<file path="src/verilog/lpm_pkg.sv">
package lpm_pkg;
	// Register byte offsets
	localparam logic [7:0] CTRL_OFS   = 8'h00;
	localparam logic [7:0] STATUS_OFS = 8'h04;
	localparam logic [7:0] ACK_OFS    = 8'h08;
	// Control register field positions
	localparam int CTRL_HALT_PERMIT   = 0;
	localparam int CTRL_DEEP_SEL      = 1;
	localparam int CTRL_UV_EN         = 2;
	localparam int CTRL_UV_HALT_EN    = 3;
	localparam int CTRL_DEBUG_EN      = 4;
	localparam int CTRL_WIDTH         = 5;
	localparam logic [4:0] CTRL_RESET = 5'h00;
	// Ack register field
	localparam int ACK_RELEASE        = 0;
	// Status register field positions
	localparam int ST_MODE_LSB        = 0;
	localparam int ST_WAKE_FLAG       = 2;
	localparam int ST_PINS_HELD       = 3;
	localparam int ST_DEBUG           = 4;
	// Debug command codes
	localparam logic [1:0] DBG_HALT_CMD   = 2'h1;
	localparam logic [1:0] DBG_STATUS_CMD = 2'h2;
	localparam logic [1:0] DBG_OTHER_CMD  = 2'h3;
	// Debug answers
	localparam logic [1:0] DBG_ANS_OK     = 2'h0;
	localparam logic [1:0] DBG_ANS_LOWPWR = 2'h1;
	localparam logic [1:0] DBG_ANS_REJECT = 2'h2;
	// Wake sources, one bit each
	localparam int WK_PERIODIC = 0;
	localparam int WK_UV       = 1;
	localparam int WK_CONV     = 2;
	localparam int WK_EXT      = 3;
	localparam int WK_KEYPAD   = 4;
	localparam int WK_WIDTH    = 5;
	typedef enum logic [1:0] {
		LPM_RUN    = 2'b00,
		LPM_IDLE   = 2'b01,
		LPM_DEEP   = 2'b10,
		LPM_RETAIN = 2'b11
	} lpm_mode_e;
endpackage : lpm_pkg

</file>
<file path="src/verilog/lpm_sync.sv">
`timescale 1ns/10ps
`default_nettype none
module lpm_sync #(
	parameter int WIDTH = 1
) (
	input  wire logic             i_clk,
	input  wire logic             i_reset,
	input  wire logic [WIDTH-1:0] i_async,
	output logic      [WIDTH-1:0] o_sync
);
	logic [WIDTH-1:0] meta_reg;

	// Two stages; first stage feeds only the second
	always_ff @(posedge i_clk) begin
		if (i_reset) begin
			meta_reg <= '0;
			o_sync   <= '0;
		end else begin
			meta_reg <= i_async;
			o_sync   <= meta_reg;
		end
	end
endmodule : lpm_sync
`default_nettype wire

</file>
<file path="src/verilog/lpm_ctrl.sv">
// Chosen here: the address map and register access over AHB-Lite.
`timescale 1ns/10ps
`default_nettype none
// Contract
// - Idle stops CPU clock, clears interrupt mask
// - Any interrupt ends idle, stacking follows
// - Idle accepts only halt and status commands
// - Status commands in low power report error
// - Debug halt in idle enters debug state
// - Permitted halt stops all internal clocks
// - Unpermitted halt forces illegal opcode reset
// - Deep select chooses deep or retaining halt
// - Undervoltage in halt forces retaining halt
// - Deep halt powers off all but RAM
// - Deep halt latches pins until release
// - Deep halt exits by reset, ext, periodic
// - Ext pin active low in deep halt
// - Deep wake restarts as power-on reset
// - Wake flag set until release written
// - Retaining halt preserves all state
// - Retaining halt exits by reset or sources
// - Internal wake takes source interrupt vector
// - Debug enable keeps debug clock, regulator
// - Debug enable turns deep into retaining
// - Debug halt wakes halt into debug state
module lpm_ctrl (
	input  wire logic        I_CORE_CLK,
	input  wire logic        I_RESET,
	// AHB-Lite slave
	input  wire logic        I_HSEL,
	input  wire logic [7:0]  I_HADDR,
	input  wire logic [1:0]  I_HTRANS,
	input  wire logic        I_HWRITE,
	input  wire logic [2:0]  I_HSIZE,
	input  wire logic [31:0] I_HWDATA,
	input  wire logic        I_HREADY,
	output logic      [31:0] O_HRDATA,
	output logic             O_HREADYOUT,
	output logic             O_HRESP,
	// CPU core
	input  wire logic        I_IDLE_INSN,
	input  wire logic        I_HALT_INSN,
	input  wire logic        I_IRQ_PENDING,
	output logic             O_CPU_CLK_EN,
	output logic             O_CLEAR_IMASK,
	output logic             O_STACK_IRQ,
	output logic             O_ILLEGAL_RESET,
	output logic             O_POR_RESTART,
	output logic             O_TAKE_SRC_VECTOR,
	output logic             O_DEBUG_SUSPEND,
	// Wake pins and sources
	input  wire logic        I_RESET_PIN_N,
	input  wire logic        I_EXT_IRQ_PIN_N,
	input  wire logic [4:0]  I_WAKE_SRC,
	// Power and clock controls
	output logic             O_CLOCKS_EN,
	output logic             O_DEBUG_CLK_EN,
	output logic             O_REG_STANDBY,
	output logic             O_DOMAIN_PWR_EN,
	output logic             O_PIN_LATCH,
	output logic             O_EXT_IRQ_ACTLOW,
	// Debug link command port
	input  wire logic        I_DBG_CMD_VALID,
	input  wire logic [1:0]  I_DBG_CMD,
	output logic             O_DBG_ANS_VALID,
	output logic      [1:0]  O_DBG_ANS
);
	localparam logic [1:0] HTRANS_NONSEQ = 2'h2;
	localparam logic [2:0] HSIZE_WORD    = 3'h2;

	lpm_pkg::lpm_mode_e mode_reg;
	logic [lpm_pkg::CTRL_WIDTH-1:0] ctrl_reg;
	logic        wake_flag_reg;
	logic        debug_reg;
	logic        wr_pend_reg;
	logic [7:0]  wr_addr_reg;
	logic        rd_pend_reg;
	logic [7:0]  rd_addr_reg;
	logic [1:0]  pins_sync;
	logic        reset_pin_low;
	logic        ext_pin_low;
	logic        release_pulse;
	logic        halt_ok;
	logic        want_deep;
	logic        retain_wake;
	logic        deep_wake;
	logic        dbg_halt;

	lpm_sync #(.WIDTH(2)) u_sync (
		.i_clk   (I_CORE_CLK),
		.i_reset (I_RESET),
		.i_async ({I_RESET_PIN_N, I_EXT_IRQ_PIN_N}),
		.o_sync  (pins_sync)
	);
	assign reset_pin_low = ~pins_sync[1];
	assign ext_pin_low   = ~pins_sync[0];

	function automatic logic bus_take(input logic [1:0] t, input logic s);
		return I_HSEL && I_HREADY && (t == HTRANS_NONSEQ) &&
		       (s == 1'b1 || s == 1'b0);
	endfunction : bus_take

	// Address phase capture; answers with zero wait states
	always_ff @(posedge I_CORE_CLK) begin
		if (I_RESET) begin
			wr_pend_reg <= 1'b0;
			rd_pend_reg <= 1'b0;
			wr_addr_reg <= 8'h00;
			rd_addr_reg <= 8'h00;
		end else begin
			wr_pend_reg <= bus_take(I_HTRANS, I_HWRITE) && I_HWRITE &&
			               (I_HSIZE == HSIZE_WORD);
			rd_pend_reg <= bus_take(I_HTRANS, I_HWRITE) && !I_HWRITE;
			wr_addr_reg <= I_HADDR;
			rd_addr_reg <= I_HADDR;
		end
	end

	assign release_pulse = wr_pend_reg &&
	                       (wr_addr_reg == lpm_pkg::ACK_OFS) &&
	                       I_HWDATA[lpm_pkg::ACK_RELEASE];

	always_ff @(posedge I_CORE_CLK) begin
		if (I_RESET) begin
			ctrl_reg <= lpm_pkg::CTRL_RESET;
		end else if (O_POR_RESTART) begin
			ctrl_reg <= lpm_pkg::CTRL_RESET;
		end else if (wr_pend_reg && wr_addr_reg == lpm_pkg::CTRL_OFS) begin
			ctrl_reg <= I_HWDATA[lpm_pkg::CTRL_WIDTH-1:0];
		end
	end

	// Read data registered for the data phase
	always_ff @(posedge I_CORE_CLK) begin
		if (I_RESET) begin
			O_HRDATA <= 32'h0000_0000;
		end else if (bus_take(I_HTRANS, I_HWRITE) && !I_HWRITE) begin
			unique case (I_HADDR)
				lpm_pkg::CTRL_OFS:
					O_HRDATA <= {27'h0, ctrl_reg};
				lpm_pkg::STATUS_OFS:
					O_HRDATA <= {27'h0, debug_reg, O_PIN_LATCH,
					             wake_flag_reg, mode_reg};
				default:
					O_HRDATA <= 32'h0000_0000;
			endcase
		end
	end

	always_ff @(posedge I_CORE_CLK) begin
		if (I_RESET) begin
			O_HREADYOUT <= 1'b1;
			O_HRESP     <= 1'b0;
		end else begin
			O_HREADYOUT <= 1'b1;
			O_HRESP     <= 1'b0;
		end
	end

	assign halt_ok   = ctrl_reg[lpm_pkg::CTRL_HALT_PERMIT];
	// Undervoltage or debug overrides force the retaining halt
	assign want_deep = ctrl_reg[lpm_pkg::CTRL_DEEP_SEL] &&
	                   !(ctrl_reg[lpm_pkg::CTRL_UV_EN] &&
	                     ctrl_reg[lpm_pkg::CTRL_UV_HALT_EN]) &&
	                   !ctrl_reg[lpm_pkg::CTRL_DEBUG_EN];
	assign deep_wake = reset_pin_low || ext_pin_low ||
	                   I_WAKE_SRC[lpm_pkg::WK_PERIODIC];
	assign retain_wake = |I_WAKE_SRC || ext_pin_low;
	assign dbg_halt  = I_DBG_CMD_VALID && I_DBG_CMD == lpm_pkg::DBG_HALT_CMD;

	// Mode sequencing
	always_ff @(posedge I_CORE_CLK) begin
		if (I_RESET) begin
			mode_reg <= lpm_pkg::LPM_RUN;
		end else begin
			unique case (mode_reg)
				lpm_pkg::LPM_RUN: begin
					if (I_IDLE_INSN && !debug_reg) begin
						mode_reg <= lpm_pkg::LPM_IDLE;
					end else if (I_HALT_INSN && halt_ok && !debug_reg) begin
						mode_reg <= want_deep ? lpm_pkg::LPM_DEEP
						                      : lpm_pkg::LPM_RETAIN;
					end
				end
				lpm_pkg::LPM_IDLE: begin
					if (I_IRQ_PENDING || dbg_halt) begin
						mode_reg <= lpm_pkg::LPM_RUN;
					end
				end
				lpm_pkg::LPM_DEEP: begin
					if (deep_wake) begin
						mode_reg <= lpm_pkg::LPM_RUN;
					end
				end
				lpm_pkg::LPM_RETAIN: begin
					if (reset_pin_low || retain_wake ||
					    (dbg_halt && ctrl_reg[lpm_pkg::CTRL_DEBUG_EN])) begin
						mode_reg <= lpm_pkg::LPM_RUN;
					end
				end
			endcase
		end
	end

	// Strobes to the core, one cycle each
	always_ff @(posedge I_CORE_CLK) begin
		if (I_RESET) begin
			O_CLEAR_IMASK     <= 1'b0;
			O_STACK_IRQ       <= 1'b0;
			O_ILLEGAL_RESET   <= 1'b0;
			O_POR_RESTART     <= 1'b0;
			O_TAKE_SRC_VECTOR <= 1'b0;
		end else begin
			O_CLEAR_IMASK   <= mode_reg == lpm_pkg::LPM_RUN && I_IDLE_INSN &&
			                   !debug_reg;
			O_STACK_IRQ     <= mode_reg == lpm_pkg::LPM_IDLE &&
			                   I_IRQ_PENDING && !dbg_halt;
			O_ILLEGAL_RESET <= mode_reg == lpm_pkg::LPM_RUN && I_HALT_INSN &&
			                   !I_IDLE_INSN && !halt_ok && !debug_reg;
			// Reset pin wake also restarts from the reset vector
			O_POR_RESTART   <= (mode_reg == lpm_pkg::LPM_DEEP && deep_wake) ||
			                   (mode_reg == lpm_pkg::LPM_RETAIN &&
			                    reset_pin_low);
			O_TAKE_SRC_VECTOR <= mode_reg == lpm_pkg::LPM_RETAIN &&
			                     !reset_pin_low && retain_wake;
		end
	end

	// Suspended debug state; left when the core runs a restart
	always_ff @(posedge I_CORE_CLK) begin
		if (I_RESET) begin
			debug_reg <= 1'b0;
		end else if (O_POR_RESTART) begin
			debug_reg <= 1'b0;
		end else if (mode_reg == lpm_pkg::LPM_IDLE && dbg_halt) begin
			debug_reg <= 1'b1;
		end else if (mode_reg == lpm_pkg::LPM_RETAIN && dbg_halt &&
		             ctrl_reg[lpm_pkg::CTRL_DEBUG_EN] && !reset_pin_low) begin
			debug_reg <= 1'b1;
		end else if (mode_reg == lpm_pkg::LPM_RUN && dbg_halt) begin
			debug_reg <= 1'b1;
		end
	end

	// Pin latch and wake flag; a new latch wins over a release
	always_ff @(posedge I_CORE_CLK) begin
		if (I_RESET) begin
			O_PIN_LATCH   <= 1'b0;
			wake_flag_reg <= 1'b0;
		end else begin
			if (mode_reg == lpm_pkg::LPM_RUN && I_HALT_INSN && halt_ok &&
			    want_deep && !I_IDLE_INSN && !debug_reg) begin
				O_PIN_LATCH <= 1'b1;
			end else if (release_pulse) begin
				O_PIN_LATCH <= 1'b0;
			end
			if (mode_reg == lpm_pkg::LPM_DEEP && deep_wake) begin
				wake_flag_reg <= 1'b1;
			end else if (release_pulse) begin
				wake_flag_reg <= 1'b0;
			end
		end
	end

	// Clock and power controls follow the mode
	always_ff @(posedge I_CORE_CLK) begin
		if (I_RESET) begin
			O_CPU_CLK_EN     <= 1'b1;
			O_CLOCKS_EN      <= 1'b1;
			O_DEBUG_CLK_EN   <= 1'b1;
			O_REG_STANDBY    <= 1'b0;
			O_DOMAIN_PWR_EN  <= 1'b1;
			O_EXT_IRQ_ACTLOW <= 1'b0;
			O_DEBUG_SUSPEND  <= 1'b0;
		end else begin
			O_CPU_CLK_EN     <= mode_reg == lpm_pkg::LPM_RUN;
			O_CLOCKS_EN      <= mode_reg == lpm_pkg::LPM_RUN ||
			                    mode_reg == lpm_pkg::LPM_IDLE;
			O_DEBUG_CLK_EN   <= mode_reg == lpm_pkg::LPM_RUN ||
			                    mode_reg == lpm_pkg::LPM_IDLE ||
			                    ctrl_reg[lpm_pkg::CTRL_DEBUG_EN];
			O_REG_STANDBY    <= (mode_reg == lpm_pkg::LPM_DEEP) ||
			                    (mode_reg == lpm_pkg::LPM_RETAIN &&
			                     !ctrl_reg[lpm_pkg::CTRL_DEBUG_EN] &&
			                     !(ctrl_reg[lpm_pkg::CTRL_UV_EN] &&
			                       ctrl_reg[lpm_pkg::CTRL_UV_HALT_EN]));
			O_DOMAIN_PWR_EN  <= mode_reg != lpm_pkg::LPM_DEEP;
			O_EXT_IRQ_ACTLOW <= mode_reg == lpm_pkg::LPM_DEEP;
			O_DEBUG_SUSPEND  <= debug_reg;
		end
	end

	// Debug link filter
	always_ff @(posedge I_CORE_CLK) begin
		if (I_RESET) begin
			O_DBG_ANS_VALID <= 1'b0;
			O_DBG_ANS       <= lpm_pkg::DBG_ANS_OK;
		end else begin
			O_DBG_ANS_VALID <= I_DBG_CMD_VALID;
			if (!I_DBG_CMD_VALID || mode_reg == lpm_pkg::LPM_RUN) begin
				O_DBG_ANS <= lpm_pkg::DBG_ANS_OK;
			end else if (I_DBG_CMD == lpm_pkg::DBG_STATUS_CMD) begin
				O_DBG_ANS <= lpm_pkg::DBG_ANS_LOWPWR;
			end else if (I_DBG_CMD == lpm_pkg::DBG_HALT_CMD &&
			             (mode_reg == lpm_pkg::LPM_IDLE ||
			              ctrl_reg[lpm_pkg::CTRL_DEBUG_EN])) begin
				O_DBG_ANS <= lpm_pkg::DBG_ANS_OK;
			end else begin
				O_DBG_ANS <= lpm_pkg::DBG_ANS_REJECT;
			end
		end
	end
endmodule : lpm_ctrl
`default_nettype wire

</file>
<file path="config.mk">
export PLATFORM = sky130hd
export DESIGN_NAME = lpm_ctrl
export DESIGN_NICKNAME = d
export VERILOG_FILES = /design/src/verilog/lpm_pkg.sv /design/src/verilog/lpm_sync.sv /design/src/verilog/lpm_ctrl.sv
export SDC_FILE = /design/constraint.sdc
export NUM_CORES = 1
export LEC_CHECK = 0
export CORE_MARGIN = 1.5
export CORE_UTILIZATION = 39
export DETAILED_ROUTE_END_ITERATION = 10
export DONT_BUFFER_PORTS = 1
export PLACE_DENSITY = 0.64
export SLEW_MARGIN = 20
export SYNTH_ARGS = -nofsm -noshare
export SYNTH_HDL_FRONTEND = slang
export SYNTH_HIERARCHICAL = 1
export SYNTH_SLANG_ARGS = --single-unit
</file>
<file path="constraint.sdc">
create_clock -name I_CORE_CLK -period 2.5 [get_ports I_CORE_CLK]
set_clock_uncertainty 0.05 [all_clocks]
set_input_delay 0.125 -clock I_CORE_CLK [delete_from_list [all_inputs] [get_ports I_CORE_CLK]]
set_output_delay 0.125 -clock I_CORE_CLK [all_outputs]
set_load 0.05 [all_outputs]
</file>
-- Word-level counts from Yosys, hierarchy flattened
Cells that the tools add are included.
- input port bits: 63
- register bits: 70
- output and inout port bits: 50
- muxes and demuxes: 16
- eq/ne operators: 14
- reductions and logical operators: 71
- bitwise logic cells: 2
- operators by type and width (operator ; number):
    $logic_and A1 B1 Y1 ; 40
    $logic_not A8 Y1 ; 2
    $logic_or A1 B1 Y1 ; 12
    $mux W2 ; 6
    $pmux W5 S2 ; 1
    $eq A2 B2 Y1 const B ; 4
    $eq A8 B3 Y1 const B ; 1
    $eq A8 B4 Y1 const B ; 1
    $logic_not A1 Y1 ; 8
    $mux W1 ; 8
    $ne A2 B2 Y1 const B ; 4
    $pmux W2 S4 ; 1
    $reduce_or A5 Y1 ; 1
    $eq A2 B1 Y1 const B ; 2
    $reduce_and A4 Y1 ; 1
    $reduce_bool A2 Y1 ; 2
    $reduce_or A2 Y1 ; 2
    $eq A3 B2 Y1 const B ; 1
    $ne A3 B3 Y1 const B ; 1
    $reduce_bool A3 Y1 ; 1
    $reduce_or A3 Y1 ; 1
    $logic_not A2 Y1 ; 1
    $not A1 Y1 ; 2

-- Longest topological paths before layout
Gate-level depths: netlist of run 1.
- word-level depth: 8
- mapped depth: 5

-- Modules after synthesis
The synthesis of run 1 kept the hierarchy.
- modules (own cells, without submodules) (module ; seq. area each (um^2) ; times used ; cells an instance ; area an instance (um^2)):
    lpm_ctrl ; 780.7 ; 1 ; 181 ; 1711.6
    lpm_sync ; 80.1 ; 1 ; 8 ; 105.1

-- Worst setup path after synthesis of run 1
No wires, ideal clock.
- path kind: reg-to-reg
- start point: register wr_addr_reg[4]
- end point: register wake_flag_reg
- buffers on the path: 0
- arrival time: 1.391 ns
- required time: 2.322 ns
- stages on the path, launching flop included: 5
- path slack: 0.932 ns
- path through: dfxtp_1 or4b_4 or3_1 a22oi_1 nor2_1
- word-level cells in the longest chain between the ends: 4
- RTL lines (element ; line ; source):
    start, declared ; lpm_ctrl.sv:76 ; logic [7:0] wr_addr_reg;
    start signal, assigned ; lpm_ctrl.sv:108 ; wr_addr_reg <= 8'h00;
    start signal, assigned ; lpm_ctrl.sv:114 ; wr_addr_reg <= I_HADDR;
    $eq A8 B4 Y1 ; lpm_ctrl.sv:120 ; (wr_addr_reg == lpm_pkg::ACK_OFS) &&
    $logic_and A1 B1 Y1 ; lpm_ctrl.sv:119 ; assign release_pulse = wr_pend_reg &&
    $logic_and A1 B1 Y1 ; lpm_ctrl.sv:120 ;
    $reduce_bool A2 Y1 (no source line) ; n/a ;
    end signal, assigned ; lpm_ctrl.sv:249 ; wake_flag_reg <= 1'b0;
    end signal, assigned ; lpm_ctrl.sv:258 ; wake_flag_reg <= 1'b1;
    end signal, assigned ; lpm_ctrl.sv:260 ; wake_flag_reg <= 1'b0;
    end, declared ; lpm_ctrl.sv:73 ; logic wake_flag_reg;
Every way passes these cells.
A chain may end at the register's enable or synchronous reset.

-- Final worst setup path of run 1
- start point: input I_RESET
- end point: register wr_pend_reg
- RTL lines (element ; line ; source):
    start, declared ; lpm_ctrl.sv:28 ; input wire logic I_RESET,
    end signal, assigned ; lpm_ctrl.sv:111 ; wr_pend_reg <= bus_take(I_HTRANS, I_HWRITE) && I_HWRITE &&
    end, declared ; lpm_ctrl.sv:75 ; logic wr_pend_reg;
No word-level cell between the ends.

==> results of run 1 <==
[stage by stage]
| step | instance area, um2 | cells | setup slack, ns |
|---|---|---|---|
| 2_1_floorplan | 1918 | 216 | 0.9316 |
| 3_3_place_gp | 1743 | 233 | 0.8711 |
| 3_5_place_dp | 1743 | 233 | 0.8679 |
| 4_1_cts | 2081 | 265 | 0.5622 |
| 5_1_grt | 2081 | 265 | 0.3623 |
| 6_report | 2081 | 265 | 0.5354 |
[Yosys cell counts (all sizes together)]
library cell	count	area, um2
nand4b	1	8.760
o31ai	1	7.510
o221a	1	11.26
o21ai	2	10.01
nand3b	3	22.52
nor2	18	67.56
nor4	4	40.04
conb	2	7.510
clkbuf	5	18.77
mux2	4	45.04
a311oi	1	8.760
nand3	3	15.01
or4b	1	13.76
nand2b	4	25.02
mux2i	5	50.05
or4	2	18.77
buf	30	221.5
a211oi	1	7.510
and3	1	6.260
inv	4	15.01
nand4	1	6.260
or3	3	18.77
nor3	2	21.27
a22oi	6	45.04
nor2b	19	118.9
a21oi	5	25.02
or2	4	25.03
a2111oi	1	8.760
o21a	1	7.510
o311a	1	10.01
nor3b	3	22.52
dfxtp	43	860.8
nand2	7	26.28
[worst register-to-register path, delay by kind of cell, from the launching register on]
kind / cells / cell delay [ns]
simple gates: 3 / 1.02
flops: 1 / 0.31
compound gates: 1 / 0.15
[how the worst max path moves through the flow]
| stage | start | end | slack [ns] |
|---|---|---|---|
| finish | I_RESET | wr_pend_reg | 0.54 |
| global route | I_RESET | wr_pend_reg | 0.36 |
| CTS | I_RESET | wr_pend_reg | 0.56 |
| detailed placement | wr_addr_reg[4] | ctrl_reg[3] | 0.87 |
| global placement | wr_addr_reg[4] | ctrl_reg[4] | 0.87 |
| floorplan | wr_addr_reg[4] | wake_flag_reg | 0.93 |
[routing by layer]
metal,vias to the layer above,part of all wire,global-route usage
li1,626,-,-
met1,583,0.42,0.1711
met2,66,0.47,0.2181
met3,7,0.098,0.06048
met4,0,0.017,0.06289
met5,-,0,0
[power by group through the flow]
stage / Combinational [mW] / Clock (mW) / Sequential (mW)
floorplan: 0.228 / 0 / 0.815
global placement: 0.189 / 0 / 0.834
detailed placement: 0.188 / 0 / 0.835
CTS: 0.226 / 0.449 / 0.818
global route: 0.244 / 0.488 / 0.825
finish: 0.228 / 0.432 / 0.819
[logic make-up after synthesis]
logic type             after synthesis  share of synthesized area
AOI/OAI and AO/OA                   20                    0.07783
buffers and inverters               39                     0.1405
muxes                                9                    0.05234
DFF                                 43                     0.4738
other                                2                   0.004134
and+or+nand+nor                     76                     0.2514
[cell type report]
cell class              count  area, um2
inverters                   4      15.01
multi-input cells         134      802.0
well taps                  52      65.06
clock inverters             1      5.005
clock buffers               6      82.58
flip-flops and latches     43      860.8
fillers                   438       2333
repair buffers             25      250.2
[timing repair]
item | in CTS | in global routing
hold buffers | 25 | 0
setup buffers | 0 | 0
endpoints found under the hold margin | 36 | 0
==> summary.md, run 1 <==
* data required time at the worst endpoint: 2.63 ns
* Hold EP: O_CLOCKS_EN
* Peak Freq: 509.0 MHz
* static power due to leakage: 0.8222 nW
* Max IR drop VDD: 0.3361 mV
* switching share of power: 0.3156
* type of origin of the critical path: input port
* transition time at the pin with the least slew margin: 1.034 ns
* max FFs per register: 8
* count of buffering cells on the critical path with inverters included: 2
* post-detailed-placement half-perimeter wirelength: 2433 um
* switching component of the power: 466.6 uW
* share of the yosys chip area belonging to registers: 0.4738
* type of the setup path with the least slack: input port to flip-flop
* worst skew pair latency: 0.29 ns
* critical path depth: 3
* Max Slew Vio Count: 0
* cell depth of the worst min-delay path: 1
* share of layout cells above drive strength 1: 0.08920
* overall power: 1.479 mW
* R2R Path Start: wr_addr_reg[4]
* antenna diode count: 0
* vertical die dimension: 71.25 um
* cell at the root of the clock tree: clkbuf_8
* Final TNS setup: 0 ns
* commonest non-fill, non-tap cell in the layout: dfxtp_1
* critical path endpoint category: flip-flop
* clock tree from TritonCTS: yes
* utilization after layout: 0.4714
* hold path startpoint: I_RESET
* Port-buffer cells: 0
* Final period util: 0.7858
* post-route minimum period: 1.965 ns
* maximum number of pins on one net before global-route repair: 29
* remaining antenna violation count: 0
* num rows: 24
* number of gates resized after cts: 0
* result of the run: completed
* RSZ-0062 raised after global routing: no
* area of the core region: 4414 um2
* GP Congestion: 0.8538
* number of global-route vias before repair: 1212
* count of routing violations after the opening detailed-route iteration: 89
* die footprint: 5077 um2
* CTS H-tree lvls: 2
* count of synthesis-stage warnings from yosys: 6
* final-stage net count: 276
* Arrival @ worst endpoint: 2.10 ns
* clock network power share: 0.292
* synthesized cell area: 1817 um2
* Hold Slack: 0.01341 ns
* headroom to the max-slew limit: 0.3084
* total global routing track utilization: 0.1411
* worst stage delay on the critical path: 1.22 ns
* count of cells along the worst register-to-register path: 4
* average detailed-routed wire length per instance: 13.47 um
* die boundary width: 71.25 um
* Detailed Route WL: 3570 um
* Setup Viol. Count Final: 0
* clock-pin slew of the registers on the worst-case setup and hold paths: 0.08 ns
* path class of the lowest-slack min-delay path: input port to flip-flop
* leftover overflow at the end of global routing: 0
* post-DR vias/cell: 4.838
* final-report hold violation count: 0
* critical path fanouts, max: 28
* drt first pass iters: 4
* CTS buffer count: 5
* leading cell types in the layout, fill and taps excluded: dfxtp_1, conb_1, dlygate4sd3_1
* first-pass GRT wire length: 5506 um
* maximum clock path buffer count: 2
* Combinational Power Share: 0.154
* Seq cells post-synth: 43
* initial antenna violation count: 0
* Sink Count: 43
* max-cap violation count: 0
* Synth Instances: 189
* DR DRC count: 0
* total internal power: 1.012 mW
* kind of cell adding the most delay to the critical path: buffers and inverters
* slowest cell on the critical path: dlygate4sd3_1
* count of vias placed by the detailed router: 1282
* per-instance average area after synthesis: 9.612 um2
* sequence of cells on the critical path: dlygate4sd3_1, nor4_1, dlygate4sd3_1
* distinct cell type count after synthesis: 38
* Power per Cell Area: 710.6 nW/um2
* setup slack on the worst flop-to-flop path: 0.83 ns
* I/O pin cnt: 113
* CP most frequent cell: dlygate4sd3_1
* end of the worst register-to-register path: wake_flag_reg
* P&R area growth vs syn: 14.53%
* initial core utilization: 0.4116
* portion of total power attributed to sequential cells: 0.554
Note: power is estimated with default switching activity, not from simulation.
==> inputs of run 2 (changes only) <==
clock period = 1.9 ns   (was 2.5 ns; I/O delays follow)
==> run 2 against run 1 <==
Against the previous run:
- die area did not move
- register-to-register slack got worse by 0.58 ns
- sequential share of layout area fell by 1.3 points
- first-iteration DRC count fell by 33%
- clock power rose by 44%
- highest routed layer unchanged
- non-clock buffer count rose by 7
- cell count rose by 3.0%
==> summary.md, run 2 (synthesis gave the netlist of run 1 again) <==
* DR DRC count: 0, unchanged
* switching component of the power: 618.5 uW, +33%
* post-DR vias/cell: 4.773, -1.3%
* switching share of power: 0.3089, -0.006647
* initial core utilization: 0.4116, unchanged
* Final TNS setup: 0 ns, unchanged
* RSZ-0062 raised after global routing: no
* Setup Viol. Count Final: 0, unchanged
* Port-buffer cells: 0, unchanged
* type of the setup path with the least slack: flip-flop to flip-flop
* post-route minimum period: 1.655 ns
* setup slack on the worst flop-to-flop path: 0.25 ns, -0.58 ns
* share of layout cells above drive strength 1: 0.1131, +0.02392
* R2R Path Start: wr_addr_reg[4]
* number of global-route vias before repair: 1190, -1.8%
* total internal power: 1.383 mW, +37%
* antenna diode count: 0, unchanged
* worst slack at placement: 0.2561 ns, -0.6118 ns
* number of gates resized after cts: 0, unchanged
* Layout Cells excl Fill: 273, +3.0%
* Arrival @ worst endpoint: 1.75 ns, -0.35 ns
* CTS buffer count: 5, unchanged
* GP Congestion: 0.8534, about the same
* cell area after layout: 2148 um2, +3.2%
* critical path fanouts, max: 2, -93%
* first-pass GRT wire length: 5554 um, +0.87%
* headroom to the max-slew limit: 0.3252, +0.01673
* remaining antenna violation count: 0, unchanged
* launch point of the critical path: wr_addr_reg[4]
* final-stage net count: 283, +2.5%
* worst skew pair latency: 0.29 ns, about the same
* area of the core region: 4414 um2, unchanged
* last element of the critical path: wake_flag_reg
* clock-pin slew of the registers on the worst-case setup and hold paths: 0.07 ns, about the same
* commonest non-fill, non-tap cell in the layout: dfxtp_1
* max-cap violation count: 0, unchanged
* placed instance area: 1788 um2, +2.6%
* CTS H-tree lvls: 2, unchanged
* total global routing track utilization: 0.1419, +0.0007601
* die footprint: 5077 um2, unchanged
* Peak Freq: 604.4 MHz
* Combinational Power Share: 0.156, +0.002
* count of cells along the worst register-to-register path: 4, unchanged
* leading cell types in the layout, fill and taps excluded: dfxtp_1, conb_1, dlygate4sd3_1
* type of origin of the critical path: flip-flop
* clock network power share: 0.310, +0.018
* average detailed-routed wire length per instance: 13.04 um, -3.2%
* P&R area growth vs syn: 18.25%
* Power per Cell Area: 931.9 nW/um2, +31%
* post-detailed-placement half-perimeter wirelength: 2436 um, +0.12%
* overall power: 2.002 mW, +35%
* drt first pass iters: 4, unchanged
* final-report hold violation count: 0, unchanged
* static power due to leakage: 0.8571 nW, +4.2%
* count of routing violations after the opening detailed-route iteration: 60, -33%
* data required time at the worst endpoint: 1.99 ns, -0.64 ns
* utilization after layout: 0.4867, +0.01531
* Hold Slack: 0.008719 ns, -0.004694 ns
* path class of the lowest-slack min-delay path: input port to flip-flop
* cell at the root of the clock tree: clkbuf_8
* end of the worst register-to-register path: wake_flag_reg
* minimum setup slack in the final design: 0.2454 ns, -0.2900 ns
* critical path endpoint category: flip-flop
* leftover overflow at the end of global routing: 0, unchanged
* portion of total power attributed to sequential cells: 0.534, -0.020
* Detailed Route WL: 3560 um, -0.28%
* vertical die dimension: 71.25 um, unchanged
* Sink Count: 43, unchanged
* transition time at the pin with the least slew margin: 1.009 ns, -0.02501 ns
* maximum clock path buffer count: 2, unchanged
* clock tree from TritonCTS: yes
* count of vias placed by the detailed router: 1303, +1.6%
* number of cells after detailed placement: 239, +2.6%
* I/O pin cnt: 113, unchanged
* max FFs per register: 8, unchanged
* result of the run: completed
* initial antenna violation count: 0, unchanged
* maximum number of pins on one net before global-route repair: 30, +3.4%
* Max IR drop VDD: 0.4394 mV, +31%
* num rows: 24, unchanged
* die boundary width: 71.25 um, unchanged
* Max Slew Vio Count: 0, unchanged
* Final period util: 0.8708
==> run 2: cell count changes in the layout (fill, tap and decap cells not counted) <==
cell / before / now
buf_4: 0 / 6
clkbuf_1: 0 / 1
clkbuf_8: 6 / 7
clkinv_2: 1 / 0
dlygate4sd3_1: 25 / 26
==> run 2: critical path: stages (launching register included) <==
cell and delay [ns]:
dfxtp_1 0.30, or4b_4 0.55, or3_1 0.41, a22oi_1 0.15
nor2_1 0.05
==> run 2: power groups by stage <==
stage	sequential, mW	combinational [mW]	clock [mW]
final	1.07	0.313	0.620
after global routing	1.08	0.336	0.680
after CTS	1.07	0.312	0.638
after detailed placement	1.09	0.259	0
after global placement	1.09	0.259	0
after floorplan	1.07	0.299	0
==> run 2: how the worst min path moves through the flow <==
stage | from | endpoint | cells after the start | slack (ns)
2_1_floorplan | I_RESET | u_sync/meta_reg[0] | 1 | 0.12
3_3_place_gp | I_RESET | wr_addr_reg[2] | 1 | 0.12
3_5_place_dp | I_RESET | O_DEBUG_SUSPEND | 1 | 0.12
4_1_cts | I_RESET | debug_reg | 2 | 0.009
5_1_grt | I_RESET | debug_reg | 2 | 0.01
6_report | I_RESET | debug_reg | 2 | 0.009
==> run 2: timing repair <==
action	in CTS	in global routing
setup endpoints to repair	0	0
hold buffers	26	0
setup buffers	0	0
hold endpoints to repair	37	0
==> run 2: cell type report <==
class | count | area, um2
clock buffer | 8 | 100.1
sequential | 43 | 860.8
fill | 423 | 2266
multi-input combinational | 134 | 802.0
tap | 52 | 65.06
inverter | 4 | 15.01
timing repair buffer | 32 | 305.3
==> run 2: metal layers <==
layer	GRT usage	wire length, um	vias up
li1	-	-	639
met1	0.1848	1531	597
met2	0.2160	1668	62
met3	0.04360	314	5
met4	0.06499	44	0
met5	0	0	-
